File: src/logic/mmd_pkg.sv
// package: address map, boundary defaults, ecc sizes and carriers of the memory map decoder
`default_nettype none
package mmd_pkg;
	localparam int DATA_W = 32;
	localparam int CHK_W = 6;
	localparam int CW_W = DATA_W + CHK_W;
	localparam int BLK_W = 14;
	localparam int BLK_LSB = 10;
	localparam int NREG = 4;
	localparam int WADDR_W = 13;
	localparam int ROM_WORDS = 1024;
	localparam int PFL_WORDS = 8192;
	localparam int DFL_WORDS = 512;
	localparam int RAM_WORDS = 1024;
	localparam int PAGE_W = 5;
	localparam logic [23:0] CFG_WIN = 24'hFFFFFE;
	localparam logic [7:0] CFG_MODE_OFS = 8'h00;
	localparam logic [7:0] CFG_BND_OFS = 8'h10;
	localparam logic [BLK_W-1:0] ROM_LO [NREG] = '{14'h0000, 14'h0040, 14'h0062, 14'h0064};
	localparam logic [BLK_W-1:0] ROM_HI [NREG] = '{14'h003F, 14'h005F, 14'h0063, 14'h0067};
	localparam logic [BLK_W-1:0] FL_LO [NREG] = '{14'h0028, 14'h0000, 14'h0062, 14'h0064};
	localparam logic [BLK_W-1:0] FL_HI [NREG] = '{14'h002B, 14'h001F, 14'h0063, 14'h0067};
	localparam logic [WADDR_W-1:0] WMASK [NREG] = '{13'h03FF, 13'h1FFF, 13'h01FF, 13'h03FF};
	typedef enum logic [0:0] {
		MAP_ROM = 1'b0,
		MAP_FLASH = 1'b1
	} mmd_map_e;
	typedef struct packed {
		logic valid;
		logic write;
		logic priv;
		logic [31:0] addr;
		logic [DATA_W-1:0] wdata;
	} mmd_req_s;
	typedef struct packed {
		logic req;
		logic mass;
		logic [PAGE_W-1:0] page;
	} mmd_erase_s;
endpackage
`default_nettype wire

File: src/logic/mmd_decoder.sv
// memory map decoder with data flash ecc and program flash erase control
`timescale 1ns/1ps
`default_nettype none
// How it works
// RQ1: rom mode aliases boot rom over 64K
// RQ2: flash mode puts program flash at zero
// RQ3: 256-byte windows drive peripheral and system selects
// RQ4: reset starts with boot rom at zero
// RQ5: boot rom word index is 10 bits
// RQ6: program flash word index is 13 bits
// RQ7: page erase or mass erase of program flash
// RQ8: data flash word index is 9 bits
// RQ9: ram word index is 10 bits
// RQ10: six check bits stored per flash word
// RQ11: single-bit flash read errors are corrected
// RQ12: reset loads rom-mode boundaries
// RQ13: config access waits; privileged writes only
// RQ14: regions set by 1K low/high bounds
// RQ15: unused regions select nothing
// RQ16: privileged mode write switches the map
module mmd_decoder
	import mmd_pkg::*;
#(
	parameter int ECC_DATA_W = DATA_W
) (
	input wire logic clk,
	input wire logic rst_n,
	input wire mmd_req_s busReq,
	input wire mmd_erase_s eraseIn,
	input wire logic dfRdValid,
	input wire logic [CW_W-1:0] dfRdRaw,
	output logic [NREG-1:0] memSel_r,
	output logic [9:0] periphSel_r,
	output logic [2:0] sysSel_r,
	output logic [WADDR_W-1:0] wordAddr_r,
	output logic busWait_r,
	output logic [DATA_W-1:0] cfgRdata_r,
	output logic dfWe_r,
	output logic [CW_W-1:0] dfWdata_r,
	output logic [DATA_W-1:0] dfRdata_r,
	output logic dfCorr_r,
	output mmd_erase_s eraseOut_r,
	output logic mapMode_r
);
	if (ECC_DATA_W != DATA_W) begin : g_chk
		$error("ecc is built for 32-bit words only");
	end

	// check bit k covers every hamming position with bit k set
	function automatic logic [CHK_W-1:0] eccCheck(input logic [DATA_W-1:0] d);
		logic [CHK_W-1:0] c;
		int j;
		c = '0;
		j = 0;
		for (int p = 1; p <= CW_W; p++) begin
			if ((p & (p - 1)) != 0) begin
				for (int k = 0; k < CHK_W; k++) begin
					if (p[k]) begin
						c[k] = c[k] ^ d[j];
					end
				end
				j++;
			end
		end
		return c;
	endfunction

	function automatic logic [DATA_W-1:0] eccFix(input logic [CW_W-1:0] w);
		logic [DATA_W-1:0] d;
		logic [CHK_W-1:0] syn;
		int j;
		d = w[DATA_W-1:0];
		syn = eccCheck(d) ^ w[CW_W-1:DATA_W];
		j = 0;
		for (int p = 1; p <= CW_W; p++) begin
			if ((p & (p - 1)) != 0) begin
				if (syn == CHK_W'(p)) begin
					d[j] = ~d[j];
				end
				j++;
			end
		end
		return d;
	endfunction

	logic [BLK_W-1:0] lo_r [NREG];
	logic [BLK_W-1:0] hi_r [NREG];
	logic cfgTouched_r;
	logic [NREG-1:0] hit;
	logic [NREG-1:0] memSel_nxt;
	logic [9:0] periphSel_nxt;
	logic [2:0] sysSel_nxt;
	logic [WADDR_W-1:0] wordAddr_nxt;
	logic [DATA_W-1:0] cfgRd;
	logic [BLK_W-1:0] blk;
	logic [31:0] a;
	logic take;
	logic cfgAcc;
	logic cfgWr;
	logic [2:0] bndIdx;

	assign a = busReq.addr;
	// a request during the wait cycle is dropped, the master must retry
	assign take = busReq.valid && !busWait_r;
	assign blk = a[BLK_LSB+BLK_W-1:BLK_LSB];
	assign cfgAcc = take && (a[31:8] == CFG_WIN); // RQ13
	assign cfgWr = cfgAcc && busReq.write && busReq.priv; // RQ13
	assign bndIdx = 3'((a[7:0] - CFG_BND_OFS) >> 2);

	// region hits; lowest index wins on overlap
	for (genvar i = 0; i < NREG; i++) begin : g_hit
		assign hit[i] = (a[31:BLK_LSB+BLK_W] == '0) && (blk >= lo_r[i]) && (blk <= hi_r[i]); // RQ14
	end

	always_comb begin
		memSel_nxt = '0;
		wordAddr_nxt = '0;
		for (int i = NREG - 1; i >= 0; i--) begin
			if (hit[i]) begin
				memSel_nxt = '0;
				memSel_nxt[i] = 1'b1;
				// offset from the region base; the mask folds rom copies together
				wordAddr_nxt = WADDR_W'((a - {8'h00, lo_r[i], 10'h000}) >> 2)
					& WMASK[i]; // RQ1 RQ5 RQ6 RQ8 RQ9
			end
		end
	end

	always_comb begin
		periphSel_nxt = '0;
		sysSel_nxt = '0;
		case (a[31:8]) // RQ3
			24'hFFF7D8: periphSel_nxt[9] = 1'b1;
			24'hFFF7DC: periphSel_nxt[8] = 1'b1;
			24'hFFF7E0, 24'hFFF7E1: periphSel_nxt[7] = 1'b1;
			24'hFFF7E4, 24'hFFF7E5: periphSel_nxt[6] = 1'b1;
			24'hFFF7E8, 24'hFFF7E9: periphSel_nxt[5] = 1'b1;
			24'hFFF7EC, 24'hFFF7ED: periphSel_nxt[4] = 1'b1;
			24'hFFF7F0: periphSel_nxt[3] = 1'b1;
			24'hFFF7F6: periphSel_nxt[2] = 1'b1;
			24'hFFF7F8, 24'hFFF7FA: periphSel_nxt[1] = 1'b1;
			24'hFFF7FD: periphSel_nxt[0] = 1'b1;
			24'hFFFFFD: sysSel_nxt[2] = 1'b1;
			24'hFFFFFE: sysSel_nxt[1] = 1'b1;
			24'hFFFFFF: begin
				sysSel_nxt[0] = (a[7:0] >= 8'h20 && a[7:0] <= 8'h37)
					|| (a[7:0] >= 8'h40 && a[7:0] <= 8'h50)
					|| (a[7:0] >= 8'hD0 && a[7:0] <= 8'hEC);
			end
			default: begin
				sysSel_nxt = '0; // RQ15
			end
		endcase
	end

	always_comb begin
		cfgRd = '0;
		if (a[7:0] == CFG_MODE_OFS) begin
			cfgRd = DATA_W'(mapMode_r);
		end else if (a[7:0] >= CFG_BND_OFS && a[7:0] < 8'h30) begin
			cfgRd = DATA_W'(a[2] ? hi_r[bndIdx[2:1]] : lo_r[bndIdx[2:1]]);
		end
	end

	// selects are registered; nothing is selected without a taken request
	always_ff @(posedge clk or negedge rst_n) begin
		if (!rst_n) begin
			memSel_r <= '0;
			periphSel_r <= '0;
			sysSel_r <= '0;
			wordAddr_r <= '0;
		end else begin
			memSel_r <= take ? memSel_nxt : '0; // RQ15
			periphSel_r <= take ? periphSel_nxt : '0;
			sysSel_r <= take ? sysSel_nxt : '0;
			wordAddr_r <= take ? wordAddr_nxt : '0;
		end
	end

	// boundaries: reset to rom map, a mode write reloads the mode's preset
	always_ff @(posedge clk or negedge rst_n) begin
		if (!rst_n) begin
			mapMode_r <= MAP_ROM; // RQ4 RQ12
			cfgTouched_r <= 1'b0;
			for (int i = 0; i < NREG; i++) begin
				lo_r[i] <= ROM_LO[i];
				hi_r[i] <= ROM_HI[i];
			end
		end else if (cfgWr && a[7:0] == CFG_MODE_OFS) begin
			mapMode_r <= busReq.wdata[0]; // RQ16
			cfgTouched_r <= 1'b0;
			for (int i = 0; i < NREG; i++) begin
				lo_r[i] <= busReq.wdata[0] ? FL_LO[i] : ROM_LO[i]; // RQ1 RQ2
				hi_r[i] <= busReq.wdata[0] ? FL_HI[i] : ROM_HI[i];
			end
		end else if (cfgWr && a[7:0] >= CFG_BND_OFS && a[7:0] < 8'h30) begin
			cfgTouched_r <= 1'b1;
			if (a[2]) begin
				hi_r[bndIdx[2:1]] <= busReq.wdata[BLK_W-1:0]; // RQ14
			end else begin
				lo_r[bndIdx[2:1]] <= busReq.wdata[BLK_W-1:0];
			end
		end
	end

	always_ff @(posedge clk or negedge rst_n) begin
		if (!rst_n) begin
			busWait_r <= 1'b0;
			cfgRdata_r <= '0;
		end else begin
			busWait_r <= cfgAcc; // RQ13
			if (cfgAcc && !busReq.write) begin
				cfgRdata_r <= cfgRd;
			end
		end
	end

	always_ff @(posedge clk or negedge rst_n) begin
		if (!rst_n) begin
			dfWe_r <= 1'b0;
			dfWdata_r <= '0;
		end else begin
			dfWe_r <= take && busReq.write && memSel_nxt[2];
			if (take && busReq.write && memSel_nxt[2]) begin
				dfWdata_r <= {eccCheck(busReq.wdata), busReq.wdata}; // RQ10
			end
		end
	end

	always_ff @(posedge clk or negedge rst_n) begin
		if (!rst_n) begin
			dfRdata_r <= '0;
			dfCorr_r <= 1'b0;
		end else begin
			dfCorr_r <= dfRdValid && (eccCheck(dfRdRaw[DATA_W-1:0]) != dfRdRaw[CW_W-1:DATA_W]);
			if (dfRdValid) begin
				dfRdata_r <= eccFix(dfRdRaw); // RQ11
			end
		end
	end

	// erase carries no privilege check in this design, so any request is passed on
	always_ff @(posedge clk or negedge rst_n) begin
		if (!rst_n) begin
			eraseOut_r <= '0;
		end else begin
			eraseOut_r.req <= eraseIn.req; // RQ7
			eraseOut_r.mass <= eraseIn.req && eraseIn.mass;
			eraseOut_r.page <= eraseIn.req && !eraseIn.mass ? eraseIn.page : '0;
		end
	end

	selOnehot_a: assert property (@(posedge clk) disable iff (!rst_n)
		$onehot0({memSel_r, periphSel_r, sysSel_r}))
		else $error("more than one select active"); // RQ15
	romAlias_a: assert property (@(posedge clk) disable iff (!rst_n)
		take && mapMode_r == MAP_ROM && !cfgTouched_r && a[31:16] == 16'h0000
		|=> memSel_r == 4'h1 && wordAddr_r == 13'($past(a[11:2])))
		else $error("boot rom alias missing"); // RQ1
	flashLow_a: assert property (@(posedge clk) disable iff (!rst_n)
		take && mapMode_r == MAP_FLASH && !cfgTouched_r && a[31:15] == '0
		|=> memSel_r == 4'h2)
		else $error("program flash not at zero"); // RQ2
	flashGap_a: assert property (@(posedge clk) disable iff (!rst_n)
		take && mapMode_r == MAP_FLASH && !cfgTouched_r && a >= 32'h0000B000 && a < 32'h00018800
		|=> memSel_r == '0)
		else $error("select in unused gap"); // RQ2
	loopShare_a: assert property (@(posedge clk) disable iff (!rst_n)
		take && (a[31:8] == 24'hFFF7E1 || a[31:8] == 24'hFFF7E0) |=> periphSel_r == 10'h080)
		else $error("loop 4 windows not shared"); // RQ3
	cfgWait_a: assert property (@(posedge clk) disable iff (!rst_n)
		cfgAcc |=> busWait_r ##1 !busWait_r)
		else $error("config wait not one cycle"); // RQ13
	userWrite_a: assert property (@(posedge clk) disable iff (!rst_n)
		cfgAcc && busReq.write && !busReq.priv |=> $stable(mapMode_r) && $stable(lo_r[0]))
		else $error("user write changed config"); // RQ13
	eccStore_a: assert property (@(posedge clk) disable iff (!rst_n)
		dfWe_r |-> dfWdata_r[CW_W-1:DATA_W] == eccCheck(dfWdata_r[DATA_W-1:0])
			&& dfWdata_r[DATA_W-1:0] == $past(busReq.wdata))
		else $error("check bits wrong"); // RQ10
	eccFix_a: assert property (@(posedge clk) disable iff (!rst_n)
		dfRdValid && eccCheck(dfRdRaw[DATA_W-1:0]) == dfRdRaw[CW_W-1:DATA_W]
		|=> dfRdata_r == $past(dfRdRaw[DATA_W-1:0]) && !dfCorr_r)
		else $error("clean word altered"); // RQ11
	eraseMass_a: assert property (@(posedge clk) disable iff (!rst_n)
		eraseIn.req && eraseIn.mass |=> eraseOut_r.req && eraseOut_r.mass && eraseOut_r.page == '0)
		else $error("mass erase malformed"); // RQ7
endmodule
`default_nettype wire

File: config.mk
export PLATFORM = sky130hd
export DESIGN_NAME = mmd_decoder
export DESIGN_NICKNAME = d
export VERILOG_FILES = /design/src/logic/mmd_pkg.sv /design/src/logic/mmd_decoder.sv
export SDC_FILE = /design/constraint.sdc
export NUM_CORES = 1
export LEC_CHECK = 0
export BUFFER_PORTS_ARGS = -buffer_cell sky130_fd_sc_hd__buf_2
export CAP_MARGIN = 15
export CORE_ASPECT_RATIO = 0.5
export CORE_UTILIZATION = 50
export DETAILED_ROUTE_END_ITERATION = 6
export PLACE_DENSITY_LB_ADDON = 0.3
export RECOVER_POWER = 50
export REMOVE_ABC_BUFFERS = 1
export SLEW_MARGIN = 20
export SYNTH_ARGS = -nofsm -noshare
export SYNTH_HDL_FRONTEND = slang
export SYNTH_SLANG_ARGS = --single-unit
File: constraint.sdc
create_clock -name clk -period 3.8 [get_ports clk]
set_input_delay 0.19 -clock clk [delete_from_list [all_inputs] [get_ports clk]]
set_output_delay 0.19 -clock clk [all_outputs]
set_load 0.01 [all_outputs]
==> impl_metrics.tcl <==
set metrics [dict create \
    netlist.area_leader.share_pct 35.23 \
    worst-path-stages 15 \
    antennaDiodeCount 0 \
    total_leakage_power_uw 0.007873 \
    floorplan.initialDensity_pct 50.93 \
    area_growth_syn_to_layout_pct 17.61 \
    design_power_total_uw 6665 \
    p_per_area_nw_per_um2 383.6 \
    die_h_um 123.6 \
    globalplace.congestion 0.9988 \
    hold_depth 3 \
    io_buffer_count 239 \
    wire_per_inst_um 20.98 \
    global_route.overflow_total 0 \
    timing.critical_path.max_delay_family "buffers and inverters" \
    timing.critical_path.mode_cell "inv_1" \
    rows 44 \
    insertion_delay_ns 0.53 \
    startpoint "busReq[42]" \
    cp_data_arrival_time_ns 3.84 \
    grt_pass1_wl_mm 67.64 \
    drt_iter0_markers 735 \
    fp.dieArea_um2 30280 \
    worst_r2r_endpoint "dfWdata_r[19]" \
    synth_cell_type_count 77 \
    core_area_um2 29010 \
    r2r.worst_path.cells 11 \
    detailedRoute.firstPassIterationCount 5 \
    min_from "dfRdRaw[30]" \
    worstSetupPathType "in2reg" \
    worstPathBufferInverterCount 5 \
    cts.hold.buffers_added 45 \
    htreeDepth 1 \
    startpoint_type_of_the_worst_setup_path "input pin" \
    critical_path.reg2reg.startpoint "hi_r[31]" \
    routed_via_density 5.592 \
    cts_tree "built" \
    ctsResizeCount 0 \
    finalWorstPathRequiredPeriod_ns 3.424 \
    grt_max_degree 120 \
    final_nets 1937 \
    synth.yosys.warnings 0 \
    setup_repair_after_global_routing_missed_its_margin "false" \
    reg2reg_slack_ns 0.38 \
    cts_root_buf "clkbuf_16" \
    synth_sequential_area_ratio_pct 40.21 \
    clk_pin_slew_worst_paths_ns 0.06 \
    first_global_vias 11840 \
    cts_made_buffers 23 \
    timing.critical_path.fanout_max 38 \
    initial_antenna_violation_count 0 \
    min-delay-path-class "in2reg" \
    cts_setup_buffers 0 \
    cts_num_sinks 236 \
    max_slew.worst_pin.slew_ns 1.303 \
    worstPathRequired_ns 4.21 \
    final_max_slew_viol_count 0 \
    final-hold-violation-count 0 \
    max_cap_violations 0 \
    worstSetupEndpoint "dfWdata_r[35]" \
    seqCellArea_um2 5941 \
    netlist_top_cells_area "dfrtp_1 35%, ha_1 9.5%, dfstp_2 5.0%, xnor2_1 4.6%, mux4_2 4.3%" \
    synth.cell_area_um2 14780 \
    synth-seq-cells 236 \
    syn_area_per_cell_um2 10.29 \
    multiInputGateArea_um2 8009 \
    maxClockFrequency_ghz 0.2920 \
    post_route_cells_drive_above_1_share_pct 17.63 \
    fp.dieW_um 245.1 \
    biggest_cell_delay_along_the_critical_path_ns 0.53 \
    dpl_hpwl_mm 32.82 \
    final.period_utilization_pct 90.11 \
    clock-skew-final_ns 0.01243 \
    slew-limit-headroom_pct 13.11 \
    cts.path.max_buffers 3 \
    ys.flop_type "dfrtp_1" \
    final_antenna_net_count 0 \
    preCtsSetupSlack_ns 0.4288 \
    drt-total-wl_mm 44.38 \
    max-vdd-ir-drop_uv 294.1 \
    post-route-util_pct 59.89 \
    critical_path.cell_chain "dlygate4sd3_1 > buf_2 > inv_1 > ha_1 > inv_1 > fa_1 > a21o_1 > a21oi_1 > o22ai_1 > nor2_1 > nor3_1 > o311ai_2 > nand4_1 > buf_4 > mux2_1" \
    status "finished, final reports clean" \
    post-route-worst-setup-slack_ns 0.3757 \
    synthesis.instances 1436 \
    critical_path.endpoint_type "flop" \
    postSynth.asyncResetShare_pct 100.0 \
    post-route-drc-count 0 \
    fillCellCount 2490 \
    timing.final.setup_violations 0 \
    post_synth_edffs 0 \
    vias 11830 \
    top_level_pins 258 \
    cpMaxStageDelayCell "dlygate4sd3_1" \
    grt.total_usage_pct 29.52 \
    cell_type_with_the_largest_total_area_after_synthesis "dfrtp_1" \
]
cells by family after synthesis:
logic type / synth area share [%]
flip-flops: 40.21
buffers and inverters: 6.055
other: 0.02538
multiplexers: 10.18
XOR/XNOR: 10.26
AND/OR/NAND/NOR: 12.31
AO/OA/AOI/OAI: 11.07
adder cells (fa/ha/maj): 9.891
flip-flops by register name, summed over array words and instances, names as in the netlist:
name / cells
lo_r: 56
dfWdata_r: 38
dfCorr_r: 1
periphSel_r: 10
eraseOut_r: 7
memSel_r: 4
cfgRdata_r: 14
dfWe_r: 1
sysSel_r: 3
hi_r: 56
wordAddr_r: 13
dfRdata_r: 32
mapMode_r: 1
worst min path at each step:
stage | end | slack (ns)
3_5_place_dp | eraseOut_r[6] | 0.32
6_report | dfRdata_r[30] | 0.03
3_3_place_gp | eraseOut_r[6] | 0.32
4_1_cts | dfRdata_r[30] | 0.0007
5_1_grt | dfRdata_r[26] | 0.03
2_1_floorplan | cfgRdata_r[0] | -0.11
cell usage after synthesis (6+ instances only):
library cell and instances:
dfstp_2 28, nor3_1 12, xor2_1 50, a22o_1 26, ha_1 112, nor2_4 6, and2_1 19, clkbuf_1 39
o21a_1 9, mux2i_1 31, xnor2_1 78, o22ai_1 11, nand2b_1 8, nor2b_1 15, buf_4 23, nand2_1 131
o211ai_1 14, nand3_1 23, dfrtp_1 208, a21o_1 23, nor4_1 8, xnor3_1 14, a211o_1 6, buf_2 13
mux4_2 28, a21oi_1 66, nand4_1 27, a22oi_1 6, o21ai_0 61, mux2_2 47, nor2_1 83, inv_1 127
cell type report:
class | count | share of cell area (%)
Tap cell | 391 | 2.815
Multi-Input combinational cell | 1010 | 46.09
Inverter | 128 | 2.765
Sequential cell | 236 | 34.19
Timing Repair Buffer | 308 | 9.649
Clock inverter | 13 | 0.8785
Clock buffer | 29 | 3.615
layer usage:
layer	vias up	wire length [um]	global-route usage, %
li1	5492	-	-
met1	5833	19020	39.34
met2	439	20720	49.63
met3	63	3737	6.338
met4	0	894	6.523
met5	-	0	0
cells in the final DEF, fill, tap and decap left out, types with 28 or more instances in the layout:
cell type / Yosys / routed
a21oi_1: 66 / 66
buf_2: 13 / 112
clkbuf_1: 39 / 129
dfrtp_1: 208 / 208
dfstp_2: 28 / 28
dlygate4sd3_1: 0 / 45
ha_1: 112 / 112
inv_1: 127 / 127
mux2_2: 47 / 47
mux2i_1: 31 / 31
mux4_2: 28 / 28
nand2_1: 131 / 131
nor2_1: 83 / 83
o21ai_0: 61 / 61
xnor2_1: 78 / 78
xor2_1: 50 / 50
tightest hold or removal path, delay by kind of cell:
kind,cells,cell delay [ns]
AO/OA/AOI/OAI,1,0.13
XOR/XNOR,1,0.07
buffers and inverters,1,0.12
power by group:
group | total, uW | internal [uW] | switching [uW] | leakage (uW)
clock network | 2430 | 1380 | 1050 | 0.000383
registers | 2630 | 2580 | 41.2 | 0.00303
logic | 1610 | 634 | 977 | 0.00446
total | 6670 | 4600 | 2060 | 0.00787
per-stage QoR:
stage	area (um2)	instances	TNS (ns)	hold slack, ns
detailed placement	16320	2028	0	0.3212
floorplan	14430	1374	-5.976	-0.1056
global placement	16320	2028	0	0.3159
CTS	17550	2115	0	0.0006780
global route	17380	2115	0	0.03095
finish	17380	2115	0	0.02827
No activity file was read; power rests on OpenSTA's default activity.
